--- src/rtl/sus_map.vh ---
`ifndef SUS_MAP_VH
`define SUS_MAP_VH
// command codes
`define SUS_CMD_UNLOCK 8'hF2
`define SUS_SEEK_NIB 4'h7
// sector layout, in 16-bit words
`define SUS_WORDS 8'hFF
`define SUS_PW_FIRST 8'h01
`define SUS_PW_LAST 8'h10
// control word field
`define SUS_SEL_BIT 0
// attempt counter
`define SUS_TRIES_INIT 3'h5
`define SUS_TRIES_ZERO 3'h0
// device register field positions
`define SUS_DEV_LBA_BIT 6
// error register bit positions
`define SUS_ERR_ABORT 2
`define SUS_ERR_NOTFOUND 4
// status register bit positions
`define SUS_ST_ERR 0
`define SUS_ST_DRQ 3
`define SUS_ST_SEEKDONE 4
`define SUS_ST_READY 6
`define SUS_ST_BUSY 7
// status register codes returned to the host
`define SUS_STAT_IDLE 8'h40
`define SUS_STAT_ABORT 8'h41
`define SUS_STAT_XFER 8'h48
`define SUS_STAT_BUSY 8'h80
`define SUS_STAT_SEEKOK 8'h50
`endif

--- src/rtl/sus_unlock_seek.v ---
`timescale 1ns/10ps
`include "sus_map.vh"
module sus_unlock_seek (
    // clock and reset
    input wire MCLK,
    input wire RST_N,
    // session reset without preservation (comreset)
    input wire SESS_RST,
    // command strobe and taskfile
    input wire CMD_VALID,
    input wire [7:0] CMD_CODE,
    input wire [7:0] LBA_LOW_IN,
    input wire [7:0] LBA_MID_IN,
    input wire [7:0] LBA_HIGH_IN,
    input wire [7:0] DEVICE_IN,
    // pio data-out words from host
    input wire DATA_VALID,
    input wire [15:0] DATA_WORD,
    // security configuration
    input wire SEC_ENABLED,
    input wire SEC_LEVEL_MAX,
    input wire FROZEN,
    input wire [255:0] MASTER_PW,
    input wire [255:0] USER_PW,
    // seek mechanics
    input wire SEEK_DONE,
    input wire SEEK_NOT_FOUND,
    input wire [27:0] SEEK_CUR_LBA,
    // outputs
    output wire DATA_READY,
    output reg SEEK_REQ,
    output reg [27:0] SEEK_TARGET,
    output reg SEEK_LBA_MODE,
    output reg [7:0] STATUS,
    output reg [7:0] ERROR,
    output reg [7:0] LBA_LOW_OUT,
    output reg [7:0] LBA_MID_OUT,
    output reg [7:0] LBA_HIGH_OUT,
    output reg [3:0] HEAD_OUT,
    output reg CMD_DONE,
    output wire LOCKED,
    output wire [2:0] TRIES_LEFT
);

    // states
    localparam ST_IDLE = 2'h0;
    localparam ST_DATA = 2'h1;
    localparam ST_SEEK = 2'h2;

    // seek decode, used for command taking
    function is_seek;
        input [7:0] code;
        begin
            is_seek = (code[7:4] == `SUS_SEEK_NIB);
        end
    endfunction

    reg [1:0] state_q, state_d;
    reg unlocked_q; // set only by a good compare
    reg [2:0] tries_q; // unlock attempts remaining
    reg sel_master_q; // captured identifier bit
    reg [7:0] word_q; // word index inside the sector
    reg [255:0] pw_q; // collected password
    reg lba_q; // lba mode of current seek

    assign LOCKED = SEC_ENABLED && !unlocked_q;
    assign TRIES_LEFT = tries_q;
    assign DATA_READY = (state_q == ST_DATA); // handshake, combinational

    // sector being completed this cycle including last word
    wire last_word = DATA_VALID && (word_q == `SUS_WORDS);
    wire master_ok = !SEC_LEVEL_MAX && (pw_q == MASTER_PW);
    wire user_ok = (pw_q == USER_PW);
    wire pw_match = sel_master_q ? master_ok : user_ok;
    wire [27:0] chs_or_lba = {DEVICE_IN[3:0], LBA_HIGH_IN, LBA_MID_IN, LBA_LOW_IN};

    // next state
    always @* begin
        state_d = state_q;
        case (state_q)
            ST_IDLE: begin
                if (CMD_VALID && CMD_CODE == `SUS_CMD_UNLOCK && !FROZEN && tries_q != `SUS_TRIES_ZERO) begin
                    state_d = ST_DATA;
                end else if (CMD_VALID && is_seek(CMD_CODE)) begin
                    state_d = ST_SEEK;
                end
            end
            ST_DATA: begin
                if (last_word) begin
                    state_d = ST_IDLE;
                end
            end
            ST_SEEK: begin
                if (SEEK_DONE || SEEK_NOT_FOUND) begin
                    state_d = ST_IDLE;
                end
            end
            default: begin
                state_d = ST_IDLE;
            end
        endcase
    end

    // main sequencer; only power-on reset reloads the attempt counter
    // a session reset clears the unlock but never the attempt counter,
    // so a host cannot buy fresh tries by toggling the link
    // when a session reset meets a good compare in one cycle the
    // later assignment below wins, so the unlock stands
    always @(posedge MCLK or negedge RST_N) begin
        if (!RST_N) begin
            state_q <= ST_IDLE;
            unlocked_q <= 1'b0;
            tries_q <= `SUS_TRIES_INIT;
            sel_master_q <= 1'b0;
            word_q <= 8'h00;
            pw_q <= 256'h0;
            lba_q <= 1'b0;
            SEEK_REQ <= 1'b0;
            SEEK_TARGET <= 28'h0;
            SEEK_LBA_MODE <= 1'b0;
            STATUS <= `SUS_STAT_IDLE;
            ERROR <= 8'h00;
            LBA_LOW_OUT <= 8'h00;
            LBA_MID_OUT <= 8'h00;
            LBA_HIGH_OUT <= 8'h00;
            HEAD_OUT <= 4'h0;
            CMD_DONE <= 1'b0;
        end else begin
            state_q <= state_d;
            CMD_DONE <= 1'b0;
            SEEK_REQ <= 1'b0;
            if (SESS_RST) begin
                unlocked_q <= 1'b0;
            end
            case (state_q)
                ST_IDLE: begin
                    if (CMD_VALID && CMD_CODE == `SUS_CMD_UNLOCK) begin
                        ERROR <= 8'h00;
                        if (FROZEN || tries_q == `SUS_TRIES_ZERO) begin
                            // abort before sector: not a mismatch
                            ERROR[`SUS_ERR_ABORT] <= 1'b1;
                            STATUS <= `SUS_STAT_ABORT;
                            CMD_DONE <= 1'b1;
                        end else begin
                            word_q <= 8'h00;
                            STATUS <= `SUS_STAT_XFER; // ready plus drq
                        end
                    end else if (CMD_VALID && is_seek(CMD_CODE)) begin
                        // no format check: seek is purely positional
                        lba_q <= DEVICE_IN[`SUS_DEV_LBA_BIT];
                        SEEK_LBA_MODE <= DEVICE_IN[`SUS_DEV_LBA_BIT];
                        SEEK_TARGET <= chs_or_lba;
                        SEEK_REQ <= 1'b1;
                        ERROR <= 8'h00;
                        STATUS <= `SUS_STAT_BUSY; // busy
                    end
                end
                ST_DATA: begin
                    if (DATA_VALID) begin
                        word_q <= word_q + 8'h01;
                        if (word_q == 8'h00) begin
                            sel_master_q <= DATA_WORD[`SUS_SEL_BIT];
                        end else if (word_q >= `SUS_PW_FIRST && word_q <= `SUS_PW_LAST) begin
                            pw_q <= {DATA_WORD, pw_q[255:16]};
                        end
                    end
                    if (last_word) begin
                        CMD_DONE <= 1'b1;
                        if (pw_match) begin
                            unlocked_q <= 1'b1; // tries kept
                            STATUS <= `SUS_STAT_IDLE;
                        end else begin
                            // only a mismatch aborts after the sector
                            ERROR[`SUS_ERR_ABORT] <= 1'b1;
                            STATUS <= `SUS_STAT_ABORT;
                            tries_q <= tries_q - 3'h1;
                        end
                    end
                end
                ST_SEEK: begin
                    if (SEEK_NOT_FOUND) begin
                        // target missing: abort with not-found flag
                        ERROR[`SUS_ERR_NOTFOUND] <= 1'b1;
                        STATUS <= `SUS_STAT_ABORT;
                        CMD_DONE <= 1'b1;
                    end else if (SEEK_DONE) begin
                        STATUS <= `SUS_STAT_SEEKOK; // ready plus seek complete
                        CMD_DONE <= 1'b1;
                        if (lba_q) begin
                            LBA_LOW_OUT <= SEEK_CUR_LBA[7:0];
                            LBA_MID_OUT <= SEEK_CUR_LBA[15:8];
                            LBA_HIGH_OUT <= SEEK_CUR_LBA[23:16];
                            HEAD_OUT <= SEEK_CUR_LBA[27:24];
                        end
                    end
                end
                default: begin
                    STATUS <= `SUS_STAT_IDLE;
                end
            endcase
        end
    end

endmodule // sus_unlock_seek

--- config.mk ---
export PLATFORM = sky130hd
export DESIGN_NAME = sus_unlock_seek
export DESIGN_NICKNAME = d
export VERILOG_FILES = /design/src/rtl/sus_unlock_seek.v
export VERILOG_INCLUDE_DIRS = /design/src /design/src/rtl
export SDC_FILE = /design/constraint.sdc
export NUM_CORES = 1
export LEC_CHECK = 0
export ABC_CLOCK_PERIOD_IN_PS = 3750
export BUFFER_PORTS_ARGS = -buffer_cell sky130_fd_sc_hd__clkbuf_2
export CORE_MARGIN = 8
export CORE_UTILIZATION = 30
export DETAILED_ROUTE_END_ITERATION = 8
export GPL_TIMING_DRIVEN = 0
export PLACE_DENSITY = 0.52
export SLEW_MARGIN = 20
export SYNTH_ARGS = -nofsm -noshare
export SYNTH_HDL_FRONTEND = slang
export SYNTH_SLANG_ARGS = --single-unit
--- constraint.sdc ---
create_clock -name MCLK -period 3.75 [get_ports MCLK]
set_input_delay 0.375 -clock MCLK [delete_from_list [all_inputs] [get_ports MCLK]]
set_output_delay 0.375 -clock MCLK [all_outputs]
set_load 0.05 [all_outputs]
==> flow_metrics.py, run 1 <==
metrics = {
    "critical_path": {
        "required_ns": 4.23,
        "endpoint": "STATUS[0]",
        "reg2regPathDepth": 8,
        "rr_startpoint": "pw_q[53]",
        "reg2reg_setup_slack_ns": -0.14,
        "critPathKind": "reg2reg",
        "end_kind": "flip-flop",
        "reg2reg_to": "STATUS[0]",
        "start_kind": "flip-flop",
        "arrival_ns": 4.36,
        "crit_fanout": 4,
        "critPathLaunch": "pw_q[53]",
    },
    "place": {
        "post-dp-hpwl_mm": 119,
        "dpl_cell_area_sq_um": 23600,
        "gp_congestion": 1.04,
        "numPortBuffers": 673,
    },
    "final_layout": {
        "syn2layout_area_growth_pct": 33.4,
        "nets": 3184,
        "fillers": 6427,
        "drive_gt1_frac": 0.386,
        "final_area_sq_um": 25400,
    },
    "synth": {
        "yosysTopAreaCell": "dfrtp_1",
        "synth_commonest_cells": "334 x dfrtp_1, 227 x mux2_2, 209 x xor2_1",
        "synth_seq_cells": 337,
        "yosysMostFrequentCell": "dfrtp_1",
        "async_reset_ff_frac": 1.00,
        "syn_area_per_cell_sq_um": 10.5,
        "synth_top_area_frac": 0.439,
        "yosysSeqAreaShare": 0.444,
        "yosysWarningCount": 0,
        "synth_edf_count": 0,
        "syn_inst": 1814,
        "ys.flop_type": "dfrtp_1",
        "syn_area_sq_um": 19000,
        "synth_area_leaders": "dfrtp_1 44%, mux2_2 13%, xor2_1 9.6%",
        "synth_cell_types": 51,
    },
    "global_route": {
        "grt_pass1_wl_mm": 178,
        "met1_usage": 0.478,
        "grtUsageTotal": 0.370,
        "grt_pass1_vias": 19800,
        "grt.busiest_layer": "met2",
        "grt_max_degree": 86,
        "use_met2": 0.591,
        "grt_overflow_total": 0,
        "met3_usage": 0.0867,
        "antenna_found_initial": 14,
    },
    "detailed_routing": {
        "dr.pass1.iters": 6,
        "vias": 19300,
        "wl_per_cell_um": 39.7,
        "wl_mm": 137,
        "final_antenna_net_count": 0,
        "drt_iter0_drc": 2078,
        "vias_per_cell": 5.60,
        "drc": 0,
    },
    "power_and_ir_drop": {
        "power.leakage_nw": 12.6,
        "p_comb_frac": 0.239,
        "switching_share": 0.347,
        "sequentialPowerShare": 0.373,
        "p_total_mw": 10.9,
        "p_int_mw": 7.14,
        "pwr-share-clk": 0.388,
        "ir_drop_v": 0.000425,
        "p_per_area_nw_per_um2": 431,
        "p_sw_mw": 3.79,
    },
    "run_status": {
        "violations": "setup timing",
        "status": "finished, violations left",
    },
    "floorplanning": {
        "rows": 92,
        "die_area_sq_um": 71700,
        "fp.dieH_um": 268,
        "core_area_sq_um": 62900,
        "floorplan.initialDensity": 0.303,
        "die_w_um": 268,
        "top_level_ports": 686,
    },
    "timing": {
        "setup_viol": 5,
        "fin_skew_ns": 0.0520,
        "fin_crit_sh": 1.04,
        "fin_ws_ns": -0.136,
        "finalHoldViolCount": 0,
        "clock.fmax_mhz": 257,
        "slew_headroom": 0.174,
        "period_needed_ns": 3.89,
        "rsz0062_at_grt": "false",
        "drv_slew": 0,
        "worst_pin_slew_ns": 1.23,
    },
    "flow_run": {
        "drv_cap": 0,
    },
    "hold_path": {
        "hold_depth": 2,
        "worstHoldPathType": "in2reg",
    },
    "cts": {
        "numCtsBuffers": 42,
        "clk_pin_slew_ns": 0.06,
        "cts.path.max_buffers": 3,
        "cts_root_buf": "clkbuf_16",
        "htreeDepth": 2,
        "cts_tree": "done",
        "cts_sinks": 337,
        "postCtsSetupRepairBufs": 0,
        "insertion_delay_ns": 0.61,
    },
}
worst max-delay path, cell delays in order (launching register included):
cell and delay (ns):
dfrtp_1 0.59, inv_1 0.30, o2bb2ai_1 0.26, nor4_2 0.79
nand2_1 0.26, nor4_2 0.62, nor4b_4 0.52, nor4_1 0.13
a211o_1 0.28
logic make-up (layout without fill, tap and decap cells):
family / Yosys count / count (layout) / share of synthesized area
compound gates: 313 / 313 / 0.115
xor+xnor: 301 / 301 / 0.139
fa+ha+maj: 8 / 8 / 0.00526
buf+inv: 230 / 1007 / 0.0472
flops: 337 / 337 / 0.444
mux: 229 / 229 / 0.135
other cells: 1 / 15 / 0.000197
simple gates: 395 / 395 / 0.115
registers in the layout (all words and copies together) (netlist names):
signal / flops
LBA_HIGH_OUT: 8
SEEK_TARGET: 28
ERROR: 2
LBA_LOW_OUT: 8
SEEK_REQ: 1
HEAD_OUT: 4
unlocked_q: 1
STATUS: 5
word_q: 8
sel_master_q: 1
SEEK_LBA_MODE: 1
state_q: 2
LBA_MID_OUT: 8
pw_q: 256
CMD_DONE: 1
TRIES_LEFT: 3
per-layer routing:
layer  part of all wire  wire (um)  up-vias
li1                   -          -     7958
met1               0.41      56500     9945
met2               0.45      62300     1160
met3              0.086      11800      251
met4              0.048       6610        6
met5            0.00030         41        -
power by group through the flow:
stage / sequential [mW] / combinational (mW) / clock (mW)
3_5_place_dp: 4.13 / 2.57 / 0
3_3_place_gp: 4.13 / 2.55 / 0
4_1_cts: 4.07 / 2.61 / 4.28
5_1_grt: 4.10 / 2.71 / 4.39
2_1_floorplan: 4.98 / 0.564 / 0
6_report: 4.08 / 2.61 / 4.24
timing repair:
action / in CTS / in global routing
setup endpoints to repair: 17 / 51
endpoints found under the hold margin: 46 / 0
hold buffers: 26 / 0
gates resized for setup: 12 / 11
area by class of cell:
| class | instances | area, sq um | share of cell area |
|---|---|---|---|
| Inverter | 174 | 653 | 0.0257 |
| Sequential cell | 337 | 8440 | 0.332 |
| Clock buffer | 57 | 1150 | 0.0453 |
| Buffer | 56 | 254 | 0.0100 |
| Multi-Input combinational cell | 1255 | 9820 | 0.387 |
| Timing Repair Buffer | 704 | 3750 | 0.148 |
| Antenna cell | 6 | 15.0 | 0.000592 |
| Tap cell | 846 | 1060 | 0.0417 |
| Clock inverter | 16 | 241 | 0.00951 |
worst min path at each step:
| stage | slack (ns) | start | end |
|---|---|---|---|
| after global routing | 0.02 | LBA_MID_IN[2] | SEEK_TARGET[10] |
| after floorplan | 0.08 | RST_N | CMD_DONE |
| final | 0.01 | DATA_WORD[13] | pw_q[253] |
| after detailed placement | 0.27 | RST_N | word_q[3] |
| after global placement | 0.47 | pw_q[205] | pw_q[205] |
| after CTS | 0.00002 | SEEK_CUR_LBA[3] | LBA_LOW_OUT[3] |
metrics by stage:
step | hold WS [ns] | setup TNS, ns | utilization | setup WS (ns) | cells
2_1_floorplan | 0.0794 | 0 | - | 0.992 | 1822
3_3_place_gp | 0.465 | -1864.69 | 0.374 | -5.63 | 3341
3_5_place_dp | 0.272 | -2.53 | 0.376 | -0.501 | 3346
4_1_cts | 0.0000229 | 0 | 0.403 | 0.0188 | 3445
5_1_grt | 0.0187 | 0 | 0.404 | 0.00304 | 3445
6_report | 0.0131 | -0.503 | 0.404 | -0.136 | 3451
cells in the final DEF (no fill, tap or decap), types with 16 or more instances in the layout:
cell	count
clkbuf_2	679
dfrtp_1	333
mux2_2	227
xor2_1	209
inv_1	174
nand2_1	103
o21ai_0	100
xnor2_1	92
nor4_1	75
o22ai_1	65
nor2b_1	59
nand4_1	47
clkbuf_1	47
clkbuf_16	43
nand2b_1	42
o2bb2ai_1	36
a22o_1	32
dlygate4sd3_1	26
a2111oi_0	23
nor2_1	16
Note: power is estimated with default switching activity, not from simulation.
==> run 2, diff against run 1 <==
Settings changed: GPL_TIMING_DRIVEN 0 to default.
==> run 2 against run 1 <==
Net effect: the flow now finishes without violations; cell count up 0.26%; sequential share of layout area down 0.18 points; utilization up 0.22 points; global-route usage down 2.3 points; wire length down 6.2%; design area up 0.54%; total power up 0.67%; largest power group unchanged; first-iteration DRC count down 6.8%; maximum frequency up 4.3%; largest cell class unchanged; register-to-register slack better by 0.16 ns; clock skew down 0.023 ns; via count down 2.2%.
==> flow_metrics.py, run 2 (synthesized netlist as in run 1, its figures left out) <==
metrics = {
    "run_status": {
        "status": "completed",
    },
    "cts": {
        "numCtsBuffers": 41,
        "htreeDepth": 2,
        "insertion_delay_ns": 0.58,
        "cts_sinks": 337,
        "postCtsSetupRepairBufs": 0,
        "clk_pin_slew_ns": 0.06,
        "cts_root_buf": "clkbuf_16",
        "cts.path.max_buffers": 3,
        "cts_tree": "done",
    },
    "critical_path": {
        "crit_fanout": 4,
        "required_ns": 4.20,
        "rr_startpoint": "pw_q[228]",
        "end_kind": "flip-flop",
        "critPathLaunch": "pw_q[228]",
        "critPathKind": "reg2reg",
        "start_kind": "flip-flop",
        "arrival_ns": 4.17,
    },
    "global_route": {
        "grt_pass1_wl_mm": 169,
        "grtUsageTotal": 0.347,
        "grt_max_degree": 115,
        "antenna_found_initial": 11,
        "grt_pass1_vias": 19500,
        "grt_overflow_total": 0,
    },
    "power_and_ir_drop": {
        "p_per_area_nw_per_um2": 431,
        "power.leakage_nw": 12.9,
        "ir_drop_v": 0.000484,
        "p_int_mw": 7.28,
        "sequentialPowerShare": 0.369,
        "p_sw_mw": 3.72,
        "pwr-share-clk": 0.393,
        "p_total_mw": 11.0,
        "switching_share": 0.338,
        "p_comb_frac": 0.238,
    },
    "final_layout": {
        "drive_gt1_frac": 0.411,
        "syn2layout_area_growth_pct": 34.1,
        "final_area_sq_um": 25500,
        "top_register": "pw_q",
        "layout_commonest_cell": "clkbuf_2",
        "fillers": 6498,
        "nets": 3191,
        "layout_common_cells": "672 x clkbuf_2, 334 x dfrtp_1, 227 x mux2_2, 209 x xor2_1, 174 x inv_1",
        "reg_top3": "pw_q (256), SEEK_TARGET (28)",
        "fin_cells": 3460,
        "largest_register_ffs": 256,
    },
    "timing": {
        "period_needed_ns": 3.73,
        "slew_headroom": 0.231,
        "rsz0062_at_grt": "false",
        "whs_ns": 0.0334,
        "drv_slew": 0,
        "worst_pin_slew_ns": 1.12,
        "setup_viol": 0,
        "finalHoldViolCount": 0,
        "fin_skew_ns": 0.0287,
        "fin_crit_sh": 0.994,
        "clock.fmax_mhz": 268,
    },
    "place": {
        "dpl_cell_area_sq_um": 24000,
        "numPortBuffers": 673,
        "post-dp-hpwl_mm": 112,
        "gp_congestion": 1.07,
        "dp.cells": 3378,
    },
    "detailed_routing": {
        "vias_per_cell": 5.46,
        "dr.pass1.iters": 5,
        "drc": 0,
        "drt_iter0_drc": 1936,
        "wl_mm": 129,
        "final_antenna_net_count": 0,
        "vias": 18900,
        "wl_per_cell_um": 37.2,
    },
    "floorplanning": {
        "floorplan.initialDensity": 0.303,
        "top_level_ports": 686,
        "rows": 92,
        "die_area_sq_um": 71700,
        "die_w_um": 268,
        "fp.dieH_um": 268,
        "core_area_sq_um": 62900,
    },
    "flow_run": {
        "drv_cap": 0,
    },
    "hold_path": {
        "hp-start": "DATA_WORD[6]",
        "worstHoldPathType": "in2reg",
    },
}
-- run 2: cell type report --
class | instances | area [sq um] | area share
Clock buffer | 54 | 1170 | 0.0457
Tap cell | 846 | 1060 | 0.0415
Inverter | 174 | 653 | 0.0256
Timing Repair Buffer | 768 | 4170 | 0.163
Multi-Input combinational cell | 1255 | 9750 | 0.382
Antenna cell | 6 | 15.0 | 0.000588
Sequential cell | 337 | 8440 | 0.331
Clock inverter | 20 | 269 | 0.0105
-- run 2: per-stage QoR --
stage          setup WS (ns)   util  TNS [ns]
4_1_cts               0.0500  0.406         0
3_3_place_gp          -0.499  0.382     -2.49
6_report              0.0238  0.406         0
2_1_floorplan          0.992      -         0
5_1_grt               0.0165  0.406         0
3_5_place_dp          -0.151  0.382    -0.520
-- run 2: metal layers --
| metal | global-route usage | part of all wire | vias to the layer above |
|---|---|---|---|
| li1 | - | - | 7973 |
| met1 | 0.448 | 0.41 | 9633 |
| met2 | 0.549 | 0.45 | 1064 |
| met3 | 0.0850 | 0.086 | 221 |
| met4 | 0.157 | 0.050 | 4 |
| met5 | 0 | 0.00020 | - |
-- run 2: worst max-delay path, cell delays in order (launching register included) --
cell	delay [ns]
dfrtp_1	0.49
nor2b_1	0.22
a2111o_1	0.44
a2111oi_1	0.80
buf_4	0.23
nand4_1	0.13
nor4_2	0.52
and4_1	0.31
buf_4	0.15
nor4_1	0.05
a211o_1	0.26
-- run 2: path summary, 6_finish.rpt --
kind	endpoint	slack [ns]	cells after the start
setup / recovery	STATUS[0]	0.02	10
max in group asynchronous	pw_q[144]	2.25	3
setup reg to reg	STATUS[0]	0.02	10
min in group asynchronous	state_q[1]	0.42	2
hold reg to reg	pw_q[177]	0.48	2
hold / removal	pw_q[246]	0.03	2
-- run 2: what timing repair did --
action                                  4_1_cts  5_1_grt
hold endpoints to repair                     89        0
hold buffers                                  2        0
endpoints found under the setup margin        5        5
pin swaps                                     0        0
resized for setup                             1        1
-- run 2: power by group through the flow --
stage          logic (mW)  registers (mW)  clock network [mW]
2_1_floorplan       0.564            4.98                   0
3_3_place_gp         2.60            4.11                   0
3_5_place_dp         2.61            4.12                   0
4_1_cts              2.62            4.06                4.39
5_1_grt              2.72            4.09                4.53
6_report             2.62            4.06                4.32
==> run 3, diff against run 2 <==
Settings changed: HOLD_SLACK_MARGIN from default to 0.06.
==> run 3 against run 2 <==
Net effect: the flow now finishes with violations (setup timing); setup slack worse by 0.13 ns; critical endpoint unchanged; sequential share of layout area down 0.91 points; sequential power hardly changed; design area grew 2.8%; global-route usage is 0.18 points higher.
==> flow_metrics.py, run 3 (synthesized netlist as in run 1, its figures left out) <==
metrics = {
    "run_status": {
        "status": "finished, violations left",
        "violations": "setup timing",
    },
    "critical_path": {
        "critical_path_depth": 10,
        "arrival_ns": 4.31,
        "reg2regPathDepth": 10,
        "reg2reg_setup_slack_ns": -0.11,
        "rr_startpoint": "pw_q[228]",
        "crit_top_cell": "buf_4",
        "crit_buf_inv": 2,
        "crit_fanout": 4,
        "end_kind": "flip-flop",
        "reg2reg_to": "STATUS[0]",
        "critPathLaunch": "pw_q[228]",
        "start_kind": "flip-flop",
        "required_ns": 4.20,
        "cp_cell_sequence": "nor2b_1, a2111o_1, a2111oi_1, buf_4, nand4_1, nor4_2, and4_1, buf_4, nor4_1, a211o_1",
        "crit_path_top_delay_cell": "a2111oi_1",
        "critPathKind": "reg2reg",
        "cpPeakStageDelay_ns": 0.83,
        "cpLargestDelayFamily": "compound AO/OA/AOI/OAI gates",
        "endpoint": "STATUS[0]",
    },
    "timing": {
        "whs_ns": 0.0886,
        "clock.fmax_mhz": 259,
        "worst_pin_slew_ns": 1.06,
        "setup_viol": 5,
        "fin_skew_ns": 0.0268,
        "slew_headroom": 0.284,
        "fin_ws_ns": -0.109,
        "fin_tns_setup_ns": -0.318,
        "drv_slew": 0,
        "finalHoldViolCount": 0,
        "fin_crit_sh": 1.03,
        "period_needed_ns": 3.86,
        "rsz0062_at_grt": "false",
    },
    "final_layout": {
        "drive_gt1_frac": 0.400,
        "fin_cells": 3533,
        "nets": 3263,
        "reg_top3": "pw_q (256), SEEK_TARGET (28)",
        "layout_common_cells": "672 x clkbuf_2, 334 x dfrtp_1, 227 x mux2_2, 209 x xor2_1, 174 x inv_1",
        "largest_register_ffs": 256,
        "fillers": 6426,
        "syn2layout_area_growth_pct": 37.9,
        "fin_util": 0.418,
        "top_register": "pw_q",
        "final_area_sq_um": 26200,
        "layout_commonest_cell": "clkbuf_2",
    },
    "global_route": {
        "grt_pass1_wl_mm": 171,
        "grt_overflow_total": 0,
        "grt_max_degree": 115,
        "grtUsageTotal": 0.349,
        "grt_pass1_vias": 19900,
        "antenna_found_initial": 13,
    },
    "cts": {
        "numCtsBuffers": 41,
        "cts.path.max_buffers": 3,
        "cts_root_buf": "clkbuf_16",
        "htreeDepth": 2,
        "cts_sinks": 337,
        "clk_pin_slew_ns": 0.06,
        "cts_tree": "done",
        "insertion_delay_ns": 0.58,
    },
    "power_and_ir_drop": {
        "ir_drop_v": 0.000484,
        "p_per_area_nw_per_um2": 422,
        "switching_share": 0.338,
        "p_comb_frac": 0.242,
        "pwr-share-clk": 0.391,
        "p_sw_mw": 3.75,
        "p_total_mw": 11.1,
        "p_int_mw": 7.33,
        "sequentialPowerShare": 0.367,
        "power.leakage_nw": 13.2,
    },
    "floorplanning": {
        "rows": 92,
        "core_area_sq_um": 62900,
        "top_level_ports": 686,
        "die_w_um": 268,
        "fp.dieH_um": 268,
        "floorplan.initialDensity": 0.303,
        "die_area_sq_um": 71700,
    },
    "place": {
        "place_worst_setup_slack_ns": -0.151,
        "dp.cells": 3378,
        "post-dp-hpwl_mm": 112,
        "gp_congestion": 1.07,
        "numPortBuffers": 673,
        "dpl_cell_area_sq_um": 24000,
    },
    "detailed_routing": {
        "vias": 19200,
        "wl_mm": 129,
        "drc": 0,
        "wl_per_cell_um": 36.6,
        "final_antenna_net_count": 0,
        "dr.pass1.iters": 5,
        "drt_iter0_drc": 1902,
        "vias_per_cell": 5.43,
    },
    "flow_run": {
        "drv_cap": 0,
    },
    "hold_path": {
        "worstHoldPathType": "in2reg",
    },
}
==> run 3: power by group through the flow <==
| stage | Combinational (mW) | Sequential (mW) | Clock [mW] |
|---|---|---|---|
| after global placement | 2.60 | 4.11 | 0 |
| after global routing | 2.78 | 4.09 | 4.53 |
| after CTS | 2.68 | 4.06 | 4.39 |
| after floorplan | 0.564 | 4.98 | 0 |
| final | 2.69 | 4.06 | 4.33 |
| after detailed placement | 2.61 | 4.12 | 0 |
==> run 3: worst min path at each step <==
stage                 startpoint         to  slack [ns]  depth (start not counted)
floorplan                  RST_N   CMD_DONE        0.08                          0
global placement       pw_q[233]  pw_q[233]        0.46                          2
detailed placement     pw_q[177]  pw_q[177]        0.47                          2
CTS                 DATA_WORD[1]  pw_q[241]        0.08                          2
global route        DATA_WORD[1]  pw_q[241]        0.09                          2
finish              DATA_WORD[1]  pw_q[241]        0.09                          2
==> run 3: final cells by class <==
type | count | area, sq um | share of cell area
Tap cell | 846 | 1060 | 0.0403
Inverter | 174 | 653 | 0.0249
Antenna cell | 7 | 17.5 | 0.000668
Multi-Input combinational cell | 1255 | 9750 | 0.371
Timing Repair Buffer | 840 | 4890 | 0.186
Clock buffer | 54 | 1170 | 0.0444
Sequential cell | 337 | 8440 | 0.322
Clock inverter | 20 | 269 | 0.0103
==> run 3: metal layers <==
metal / GRT usage / part of all wire / wire length, um
met1: 0.449 / 0.41 / 53100
met2: 0.555 / 0.45 / 58600
met3: 0.0853 / 0.086 / 11100
met4: 0.153 / 0.051 / 6590
met5: 0 / 0.00032 / 41
==> run 3: repair_timing <==
action,CTS,global route
buffers inserted,0,0
endpoints found under the setup margin,5,5
gates resized for setup,1,1
cloned,0,0
hold endpoints to repair,162,0
hold buffers,74,0
